$ cat src/pkg/eerd_defs.vh
// constants for the serial eeprom read and acknowledge-poll slave
`ifndef EERD_DEFS_VH
`define EERD_DEFS_VH
`define EERD_ADDR_W 13
`define EERD_ADDR_TOP 13'h1FFF
`define EERD_ADDR_BOTTOM 13'h0000
`define EERD_RW_BIT 0
`define EERD_SEL_LSB 1
`define EERD_TYPE_LSB 4
`define EERD_WRITE_TIME_NS 5000000
`define EERD_CLK_PERIOD_NS 4
`define EERD_WRITE_CYCLES (`EERD_WRITE_TIME_NS / `EERD_CLK_PERIOD_NS)
`define EERD_FIFO_W 8
`define EERD_FIFO_D 16
`endif

$ cat src/hw/eerd_sync.v
// three-flop input synchroniser with agreement filter
`timescale 1ns/1ns
`default_nettype none
module eerd_sync (
	// clock and reset
	input wire core_clk,
	input wire nrst,
	// pin side
	input wire pin_in,
	// filtered level
	output reg level
);
	reg s1;
	reg s2;
	reg s3;
	always @(posedge core_clk) begin
		if (!nrst) begin
			s1 <= 1'b1;
			s2 <= 1'b1;
			s3 <= 1'b1;
			level <= 1'b1;
		end else begin
			s1 <= pin_in;
			s2 <= s1;
			s3 <= s2;
			if (s2 == s3) begin
				level <= s3;
			end
		end
	end
endmodule
`default_nettype wire

$ cat src/hw/eerd_fifo.v
// synchronous fifo with valid and ready on both sides
`timescale 1ns/1ns
`default_nettype none
module eerd_fifo #(
	parameter WIDTH = 8,
	parameter DEPTH = 16,
	parameter AW = 4
) (
	// clock and reset
	input wire core_clk,
	input wire nrst,
	// fill side
	input wire in_valid,
	output wire in_ready,
	input wire [WIDTH-1:0] in_data,
	// drain side
	output wire out_valid,
	input wire out_ready,
	output wire [WIDTH-1:0] out_data
);
	reg [WIDTH-1:0] mem [0:DEPTH-1];
	reg [AW-1:0] wr_ptr;
	reg [AW-1:0] rd_ptr;
	reg [AW:0] count;
	wire do_wr;
	wire do_rd;
	assign in_ready = (count != DEPTH[AW:0]);
	assign out_valid = (count != {(AW+1){1'b0}});
	assign out_data = mem[rd_ptr];
	assign do_wr = in_valid && in_ready;
	assign do_rd = out_valid && out_ready;
	always @(posedge core_clk) begin
		if (do_wr) begin
			mem[wr_ptr] <= in_data;
		end
	end
	always @(posedge core_clk) begin
		if (!nrst) begin
			wr_ptr <= {AW{1'b0}};
			rd_ptr <= {AW{1'b0}};
			count <= {(AW+1){1'b0}};
		end else begin
			if (do_wr) begin
				wr_ptr <= wr_ptr + 1'b1;
			end
			if (do_rd) begin
				rd_ptr <= rd_ptr + 1'b1;
			end
			if (do_wr && !do_rd) begin
				count <= count + 1'b1;
			end else if (do_rd && !do_wr) begin
				count <= count - 1'b1;
			end
		end
	end
endmodule
`default_nettype wire

$ cat src/hw/eerd_slave.v
// two-wire eeprom slave: acknowledge polling and current, random and sequential reads
// Summary of operation
// RULE_01: no control byte acknowledge while writing
// RULE_02: write cycle starts at stop after write
// RULE_03: master polls with write-type control byte
// RULE_04: master repeats start and control until ack
// RULE_05: ack polling byte once cycle finished
// RULE_06: reads start like writes, read bit one
// RULE_07: counter holds last address plus one
// RULE_08: ack read control, send byte at counter
// RULE_09: no ack then stop ends read, release
// RULE_10: random read loads address via write command
// RULE_11: repeated start after address keeps pointer, no write
// RULE_12: read control after restart sends loaded byte
// RULE_13: after random read counter points past byte
// RULE_14: master ack makes device send next byte
// RULE_15: master ends sequential read with nack, stop
// RULE_16: pointer increments after every byte transferred
// RULE_17: pointer wraps from 1FFF to 0000
// RULE_18: control byte matches type and select pins
// RULE_19: two address bytes, high first, 13 bits used
// RULE_20: release data line after master nack
// RULE_21: busy cycle ignores reads too
`timescale 1ns/1ns
`default_nettype none
`include "eerd_defs.vh"
module eerd_slave #(
	parameter [3:0] DEVICE_TYPE = 4'h5,
	parameter WRITE_CYCLES = `EERD_WRITE_CYCLES
) (
	// clock and reset
	input wire core_clk,
	input wire nrst,
	// serial bus pins
	input wire scl_in,
	input wire sda_in,
	output reg sda_out,
	output reg sda_oe,
	// chip select straps
	input wire chip_select_bit_two,
	input wire chip_select_bit_one,
	input wire chip_select_bit_zero,
	// memory array read port
	output reg [12:0] mem_addr,
	input wire [7:0] mem_rdata,
	// received write data stream
	output reg wr_valid,
	input wire wr_ready,
	output reg [7:0] wr_data,
	output reg [12:0] wr_addr,
	// status
	output reg write_busy
);
	// ==========================================
	// states
	localparam [2:0] ST_IDLE = 3'h0;
	localparam [2:0] ST_CTRL = 3'h1;
	localparam [2:0] ST_ADDR_HI = 3'h2;
	localparam [2:0] ST_ADDR_LO = 3'h3;
	localparam [2:0] ST_WDATA = 3'h4;
	localparam [2:0] ST_RDATA = 3'h5;
	localparam [2:0] ST_RACK = 3'h6;
	localparam [2:0] ST_WAIT = 3'h7;

	// ==========================================
	// pin synchronisers
	wire scl;
	wire sda;
	eerd_sync u_sync_scl (
		.core_clk(core_clk),
		.nrst(nrst),
		.pin_in(scl_in),
		.level(scl)
	);
	eerd_sync u_sync_sda (
		.core_clk(core_clk),
		.nrst(nrst),
		.pin_in(sda_in),
		.level(sda)
	);
	reg scl_d;
	reg sda_d;
	wire scl_rise = scl && !scl_d;
	wire scl_fall = !scl && scl_d;
	wire start_cond = scl && scl_d && sda_d && !sda;
	wire stop_cond = scl && scl_d && !sda_d && sda;

	// ==========================================
	// write data buffer
	wire fifo_in_ready;
	wire fifo_out_valid;
	wire [7:0] fifo_out_data;
	reg fifo_push;
	reg [7:0] fifo_push_data;
	reg commit;
	reg discard;
	eerd_fifo #(
		.WIDTH(`EERD_FIFO_W),
		.DEPTH(`EERD_FIFO_D),
		.AW(4)
	) u_fifo (
		.core_clk(core_clk),
		.nrst(nrst),
		.in_valid(fifo_push),
		.in_ready(fifo_in_ready),
		.in_data(fifo_push_data),
		.out_valid(fifo_out_valid),
		.out_ready((commit && (!wr_valid || wr_ready)) || discard),
		.out_data(fifo_out_data)
	);

	// ==========================================
	// control byte match
	function match_ctrl;
		input [7:0] b;
		input [2:0] sel;
		begin
			match_ctrl = (b[7:`EERD_TYPE_LSB] == DEVICE_TYPE) && // see RULE_18
				(b[`EERD_TYPE_LSB-1:`EERD_SEL_LSB] == sel);
		end
	endfunction

	// ==========================================
	// main state
	reg [2:0] state;
	reg [3:0] bit_cnt;
	reg [7:0] shreg;
	reg ack_phase;
	reg [12:0] addr_ptr;
	reg [12:0] wr_ptr;
	reg [4:0] addr_hi;
	reg got_data;
	reg [31:0] busy_cnt;
	wire [2:0] sel_pins = {chip_select_bit_two, chip_select_bit_one, chip_select_bit_zero};
	wire [7:0] rx_byte = {shreg[6:0], sda};

	always @(posedge core_clk) begin
		if (!nrst) begin
			scl_d <= 1'b1;
			sda_d <= 1'b1;
			state <= ST_IDLE;
			bit_cnt <= 4'h0;
			shreg <= 8'h00;
			ack_phase <= 1'b0;
			addr_ptr <= `EERD_ADDR_BOTTOM;
			wr_ptr <= `EERD_ADDR_BOTTOM;
			addr_hi <= 5'h00;
			got_data <= 1'b0;
			busy_cnt <= 32'h0;
			write_busy <= 1'b0;
			commit <= 1'b0;
			discard <= 1'b0;
			fifo_push <= 1'b0;
			fifo_push_data <= 8'h00;
			sda_out <= 1'b0;
			sda_oe <= 1'b0;
			mem_addr <= `EERD_ADDR_BOTTOM;
			wr_valid <= 1'b0;
			wr_data <= 8'h00;
			wr_addr <= `EERD_ADDR_BOTTOM;
		end else begin
			scl_d <= scl;
			sda_d <= sda;
			fifo_push <= 1'b0;
			mem_addr <= addr_ptr;
			if (discard && !fifo_out_valid) begin
				discard <= 1'b0;
			end
			// drain buffered bytes into the array during the busy cycle
			if (wr_valid && wr_ready) begin
				wr_valid <= 1'b0;
			end
			if (commit && fifo_out_valid && (!wr_valid || wr_ready)) begin
				wr_valid <= 1'b1;
				wr_data <= fifo_out_data;
				wr_addr <= wr_ptr;
				wr_ptr <= {wr_ptr[12:5], wr_ptr[4:0] + 5'h01};
			end
			if (write_busy) begin
				if (busy_cnt != 32'h0) begin
					busy_cnt <= busy_cnt - 32'h1;
				end else if (!fifo_out_valid && !wr_valid) begin
					write_busy <= 1'b0; // see RULE_05
					commit <= 1'b0;
				end
			end
			if (start_cond) begin
				state <= ST_CTRL; // see RULE_11
				bit_cnt <= 4'h0;
				ack_phase <= 1'b0;
				sda_oe <= 1'b0;
				if (got_data) begin
					got_data <= 1'b0;
					discard <= 1'b1; // drop bytes of a cut write, see RULE_11
				end
			end else if (stop_cond) begin
				state <= ST_IDLE;
				sda_oe <= 1'b0; // see RULE_09
				if (got_data && !write_busy) begin
					write_busy <= 1'b1; // see RULE_02
					commit <= 1'b1;
					busy_cnt <= WRITE_CYCLES[31:0];
				end
				got_data <= 1'b0;
			end else if (state != ST_IDLE && state != ST_WAIT) begin
				if (scl_rise && !ack_phase && state != ST_RDATA) begin
					shreg <= rx_byte;
					bit_cnt <= bit_cnt + 4'h1;
				end
				if (scl_rise && ack_phase && state == ST_RACK) begin
					if (sda) begin
						state <= ST_WAIT; // see RULE_20
					end else begin
						state <= ST_RDATA; // see RULE_14
					end
				end
				if (scl_fall) begin
					if (ack_phase) begin
						ack_phase <= 1'b0;
						bit_cnt <= 4'h0;
						sda_oe <= 1'b0;
						if (state == ST_RDATA) begin
							sda_oe <= 1'b1;
							sda_out <= mem_rdata[7]; // see RULE_08
							shreg <= {mem_rdata[6:0], 1'b1};
							bit_cnt <= 4'h1;
							addr_ptr <= addr_ptr + 13'h0001; // see RULE_16
						end
					end else if (state == ST_RDATA && bit_cnt != 4'h8) begin
						sda_out <= shreg[7];
						shreg <= {shreg[6:0], 1'b1};
						bit_cnt <= bit_cnt + 4'h1;
					end else if (state == ST_RDATA) begin
						sda_oe <= 1'b0;
						ack_phase <= 1'b1;
						state <= ST_RACK;
					end else if (bit_cnt == 4'h8) begin
						ack_phase <= 1'b1;
						case (state)
							ST_CTRL: begin
								if (write_busy || !match_ctrl(shreg, sel_pins)) begin
									state <= ST_WAIT; // see RULE_01 RULE_21
								end else if (shreg[`EERD_RW_BIT]) begin
									sda_oe <= 1'b1; // see RULE_12
									sda_out <= 1'b0;
									state <= ST_RDATA;
								end else begin
									sda_oe <= 1'b1; // see RULE_05
									sda_out <= 1'b0;
									state <= ST_ADDR_HI;
								end
							end
							ST_ADDR_HI: begin
								addr_hi <= shreg[4:0]; // see RULE_19
								sda_oe <= 1'b1;
								sda_out <= 1'b0;
								state <= ST_ADDR_LO;
							end
							ST_ADDR_LO: begin
								addr_ptr <= {addr_hi, shreg}; // see RULE_07
								wr_ptr <= {addr_hi, shreg};
								sda_oe <= 1'b1;
								sda_out <= 1'b0;
								state <= ST_WDATA;
							end
							ST_WDATA: begin
								if (fifo_in_ready) begin
									fifo_push <= 1'b1;
									fifo_push_data <= shreg;
									got_data <= 1'b1;
									addr_ptr <= {addr_ptr[12:5], addr_ptr[4:0] + 5'h01};
									sda_oe <= 1'b1;
									sda_out <= 1'b0;
								end
							end
							default: begin
								state <= ST_WAIT;
							end
						endcase
					end
				end
			end
			// the pointer is explicitly loaded back from 1FFF to 0000 on read, see RULE_17
			if (state == ST_RDATA && ack_phase && scl_fall && addr_ptr == `EERD_ADDR_TOP) begin
				addr_ptr <= `EERD_ADDR_BOTTOM; // see RULE_13
			end
		end
	end
endmodule
`default_nettype wire

$ cat config.mk
export PLATFORM = sky130hd
export DESIGN_NAME = eerd_slave
export DESIGN_NICKNAME = d
export VERILOG_FILES = /design/src/hw/eerd_sync.v /design/src/hw/eerd_fifo.v /design/src/hw/eerd_slave.v
export VERILOG_INCLUDE_DIRS = /design/src /design/src/pkg
export SDC_FILE = /design/constraint.sdc
export NUM_CORES = 1
export LEC_CHECK = 0
export BUFFER_PORTS_ARGS = -buffer_cell sky130_fd_sc_hd__buf_2
export CORE_UTILIZATION = 25
export CTS_CLUSTER_DIAMETER = 150
export DETAILED_ROUTE_END_ITERATION = 8
export PLACE_DENSITY_LB_ADDON = 0.3
export SKIP_LAST_GASP = 1
export SLEW_MARGIN = 20
export SYNTH_ARGS = -nofsm -noshare
export SYNTH_HDL_FRONTEND = slang
export SYNTH_HIERARCHICAL = 1
export SYNTH_SLANG_ARGS = --single-unit
$ cat constraint.sdc
create_clock -name core_clk -period 7.1 [get_ports core_clk]
set_input_delay 1.065 -clock core_clk [delete_from_list [all_inputs] [get_ports core_clk]]
set_output_delay 1.065 -clock core_clk [all_outputs]
set_load 0.05 [all_outputs]
==> summary.txt <==
Finish
  • Fraction of layout cells with a size suffix above 1: 0.158
  • Fillers: about 5000
  • Final instance area: 0.0139 mm^2
  • Syn-to-layout area delta: 14.9%
  • ANT cells: 0
  • Fin nets: 1128

CTS
  • Post-CTS sizing: 0
  • Longest Clk Path Bufs: 3
  • # clock sinks: 284
  • Clock Pin Slew Worst Setup and Hold Paths: 0.06 ns
  • Clock root cell: clkbuf_16
  • H-Tree Depth: 1
  • Clock Latency Late Sink: 0.59 ns
  • CTS tree: yes
  • Cts hold-fix bufs: 0
  • Num CTS Buffers: 30
  • Post-CTS Setup Inserts: 0

Setup path
  • Worst Path Buf+Inv: 1
  • Worst path arrival time: 3.59 ns
  • Worst r2r src: ack_phase$_SDFFE_PP0P_
  • Crit-path cells: inv_1 > ha_1 > nor2_1 > nand4_1 > nor2_1 > nand3_1 > a31oi_1
  • CP Launch Point: ack_phase$_SDFFE_PP0P_
  • Setup Crit Path Kind: register to register
  • CP top delay family: simple AND/OR/NAND/NOR gates
  • Crit-path most repeated cell: nor2_1
  • Slowest stage delay, CP: 0.87 ns
  • Crit path max-delay cell type: dfxtp_1
  • Worst R2R End: addr_ptr[9]$_SDFFE_PP0P_
  • Worst setup EP type: register
  • Req. time, crit path: 7.59 ns
  • Max Fanout on Critical Path: 25
  • R2r setup slk: 4.00 ns
  • Startpoint types: register
  • Worst Reg-to-Reg Cells: 7

Place
  • Placed Area: 0.0130 mm^2
  • PortBufs: 53
  • GP Congestion: 0.787
  • DP HPWL: 19300 um

Floorplanning
  • Die Ht: 222 um
  • Die area: 0.0494 mm^2
  • Initial Utilization: 0.254
  • # rows: 80
  • Die Wd: roughly 220 um
  • Boundary pin count: 54
  • Placeable Area: 0.0478 mm^2

Flow run
  • Max-Cap Viols: 0

Synth
  • Post-synthesis register bit count: ~280
  • Post-synth EDFFs: 128
  • Sequential share of the synthesized area: 0.574
  • Async SR Flop Fraction: 0
  • Area leader, netlist: edfxtp_1
  • Gate Count Post-Synth: 1052
  • Synth Warn #: 6
  • Syn_nets: 1087
  • Mean Syn Cell Area: between 10 and 15 um^2
  • Top cells by area, synth: edfxtp_1, dfxtp_1, mux4_2
  • Post-synth top flop: dfxtp_1
  • Share of Yosys cell area claimed by the top area cell type: 0.317
  • Cell Area, Synth: 0.0121 mm^2
  • Unique masters post-synth: 77

Timing
  • RSZ-0062 raised after global routing: no
  • Final hold violations: 0
  • Skew final: 0.0229 ns
  • Slew margin rel.: 0.293
  • Max Clk Rate: between 300 and 400 MHz
  • Setup TNS: 0 ns
  • Min Hold Slack: between 0.4 and 0.5 ns
  • Worst-margin pin slew: 1.06 ns
  • Crit path time final: 3.10 ns
  • Max Slew Vio Count: 0
  • Final-report setup violation count: 0
  • Period utilization: 0.436

Route
  • WL/cell: about 17 um
  • Vias per std cell: 4.79
  • First-pass DRT Iterations: 4
  • Final WL: 29000 um
  • Detailed-route via count: 8278
  • ANT nets after route: 0
  • DR iter-0 viols: 498
  • DRC viols: 0

Pwr
  • Worst vdd ir: ~0.18 mV
  • Leakage: 4.67 nW
  • P per Cell Area: 229 mW/mm^2
  • Total power: approximately 3.2 mW

Min path
  • Hold Startpoint: u_sync_scl/s1$_SDFF_PN1_
  • Cells on Worst Hold Path: 1
  • HP Class: register to register
  • Hold endpoint: u_sync_scl/s2$_SDFF_PN1_

Run status
  • Outcome: complete, no violations

Global routing
  • Vias in the first global route: just under 8000
  • Initial antenna violation count: 1
  • Largest net degree at the start of global routing: 50
  • GRT Util Overall: 0.116
  • First-pass GRT wire length: roughly 45000 um
  • GRT overflow: 0
where the power goes:
group | switching, mW | internal (mW) | total, mW
Combinational | 0.0217 | 0.00717 | 0.0289
Clock | 0.649 | 0.818 | 1.47
Sequential | 0.000717 | 1.70 | 1.70
Total | 0.672 | 2.52 | 3.19
synth_stat cells (all sizes together), types with 4 or more instances:
master / n
nand4: 8
inv: 17
a21o: 4
o2bb2ai: 4
edfxtp: 128
o21ai: 39
a31oi: 16
or3: 11
nand2b: 15
nand3: 55
a21oi: 66
nand2: 115
a22oi: 24
and4: 8
and3: 5
mux2i: 7
and2: 23
nand4b: 4
o211ai: 11
clkbuf: 40
xor2: 9
o31ai: 13
xnor2: 19
nor3b: 4
o311ai: 4
o31a: 5
or2: 6
mux4: 32
dfxtp: 156
ha: 18
nor4: 17
nor2b: 11
nor4b: 6
o21a: 6
nor3: 23
buf: 15
nor2: 61
or4: 14
layout make-up:
cell class | count | area, um^2 | share of cell area
multi-input cells | 696 | 4880 | 0.350
inverters | 17 | 63.8 | 0.00458
clock inverters | 11 | 80.1 | 0.00574
well taps | 615 | 769 | 0.0552
clock buffers | 42 | 836 | 0.0599
flip-flops and latches | 284 | 6970 | 0.500
repair buffers | 64 | 348 | 0.0249
stage by stage:
| step | std cells | utilization | worst slack (ns) |
|---|---|---|---|
| global placement | 1676 | 0.272 | 3.73 |
| finish | 1729 | 0.292 | 4.00 |
| detailed placement | 1676 | 0.272 | 3.66 |
| global route | 1729 | 0.292 | 3.66 |
| CTS | 1729 | 0.292 | 3.99 |
| floorplan | 1052 | - | 4.10 |
cells in the final DEF, fill, tap and decap left out, drive strengths merged, types with 13 or more instances in the layout:
cell type  synthesis  routed
dfxtp            156     156
edfxtp           128     128
nand2            115     115
a21oi             66      66
buf               15      64
nor2              61      61
nand3             55      55
clkbuf            40      42
o21ai             39      39
mux4              32      32
a22oi             24      24
and2              23      23
nor3              23      23
xnor2             19      19
ha                18      18
nor4              17      17
inv               17      16
a31oi             16      16
nand2b            15      15
or4               14      14
o31ai             13      13
state kept, by name, summed over array words and instances, names as in the netlist, 3 cells and up, named ones only:
| signal | count |
|---|---|
| wr_addr | 13 |
| u_fifo/mem | 128 |
| fifo_push_data | 8 |
| u_fifo/rd_ptr | 4 |
| wr_data | 8 |
| addr_ptr | 13 |
| bit_cnt | 4 |
| addr_hi | 5 |
| state | 3 |
| u_fifo/count | 5 |
| u_fifo/wr_ptr | 4 |
| busy_cnt | 32 |
| wr_ptr | 13 |
| mem_addr | 13 |
| shreg | 8 |
cells by family after synthesis:
group / share of synthesized area
AOI/OAI and AO/OA: 0.118
xor gates and xnor gates: 0.0202
adders and majority gates: 0.0202
buffers and inverters: 0.0240
DFF: 0.574
muxes: 0.0679
and+or+nand+nor: 0.176
layer usage:
layer / wire [um] / vias up / track usage
li1: - / 4039 / -
met5: 0 / - / 0
met2: 13100 / 150 / 0.182
met3: 1130 / 44 / 0.0223
met1: 14000 / 4045 / 0.162
met4: 662 / 0 / 0.0329
how the worst max path moves through the flow:
stage | to | cells after the start | slack (ns)
6_report | addr_ptr[9]$_SDFFE_PP0P_ | 7 | 4.00
5_1_grt | addr_ptr[8]$_SDFFE_PP0P_ | 7 | 3.66
4_1_cts | addr_ptr[0]$_SDFFE_PP0P_ | 7 | 3.99
3_5_place_dp | addr_ptr[2]$_SDFFE_PP0P_ | 6 | 3.66
3_3_place_gp | addr_ptr[2]$_SDFFE_PP0P_ | 6 | 3.73
2_1_floorplan | u_fifo/count[3]$_SDFFE_PN0P_ | 10 | 4.10
(Power assumes the default switching activity.)
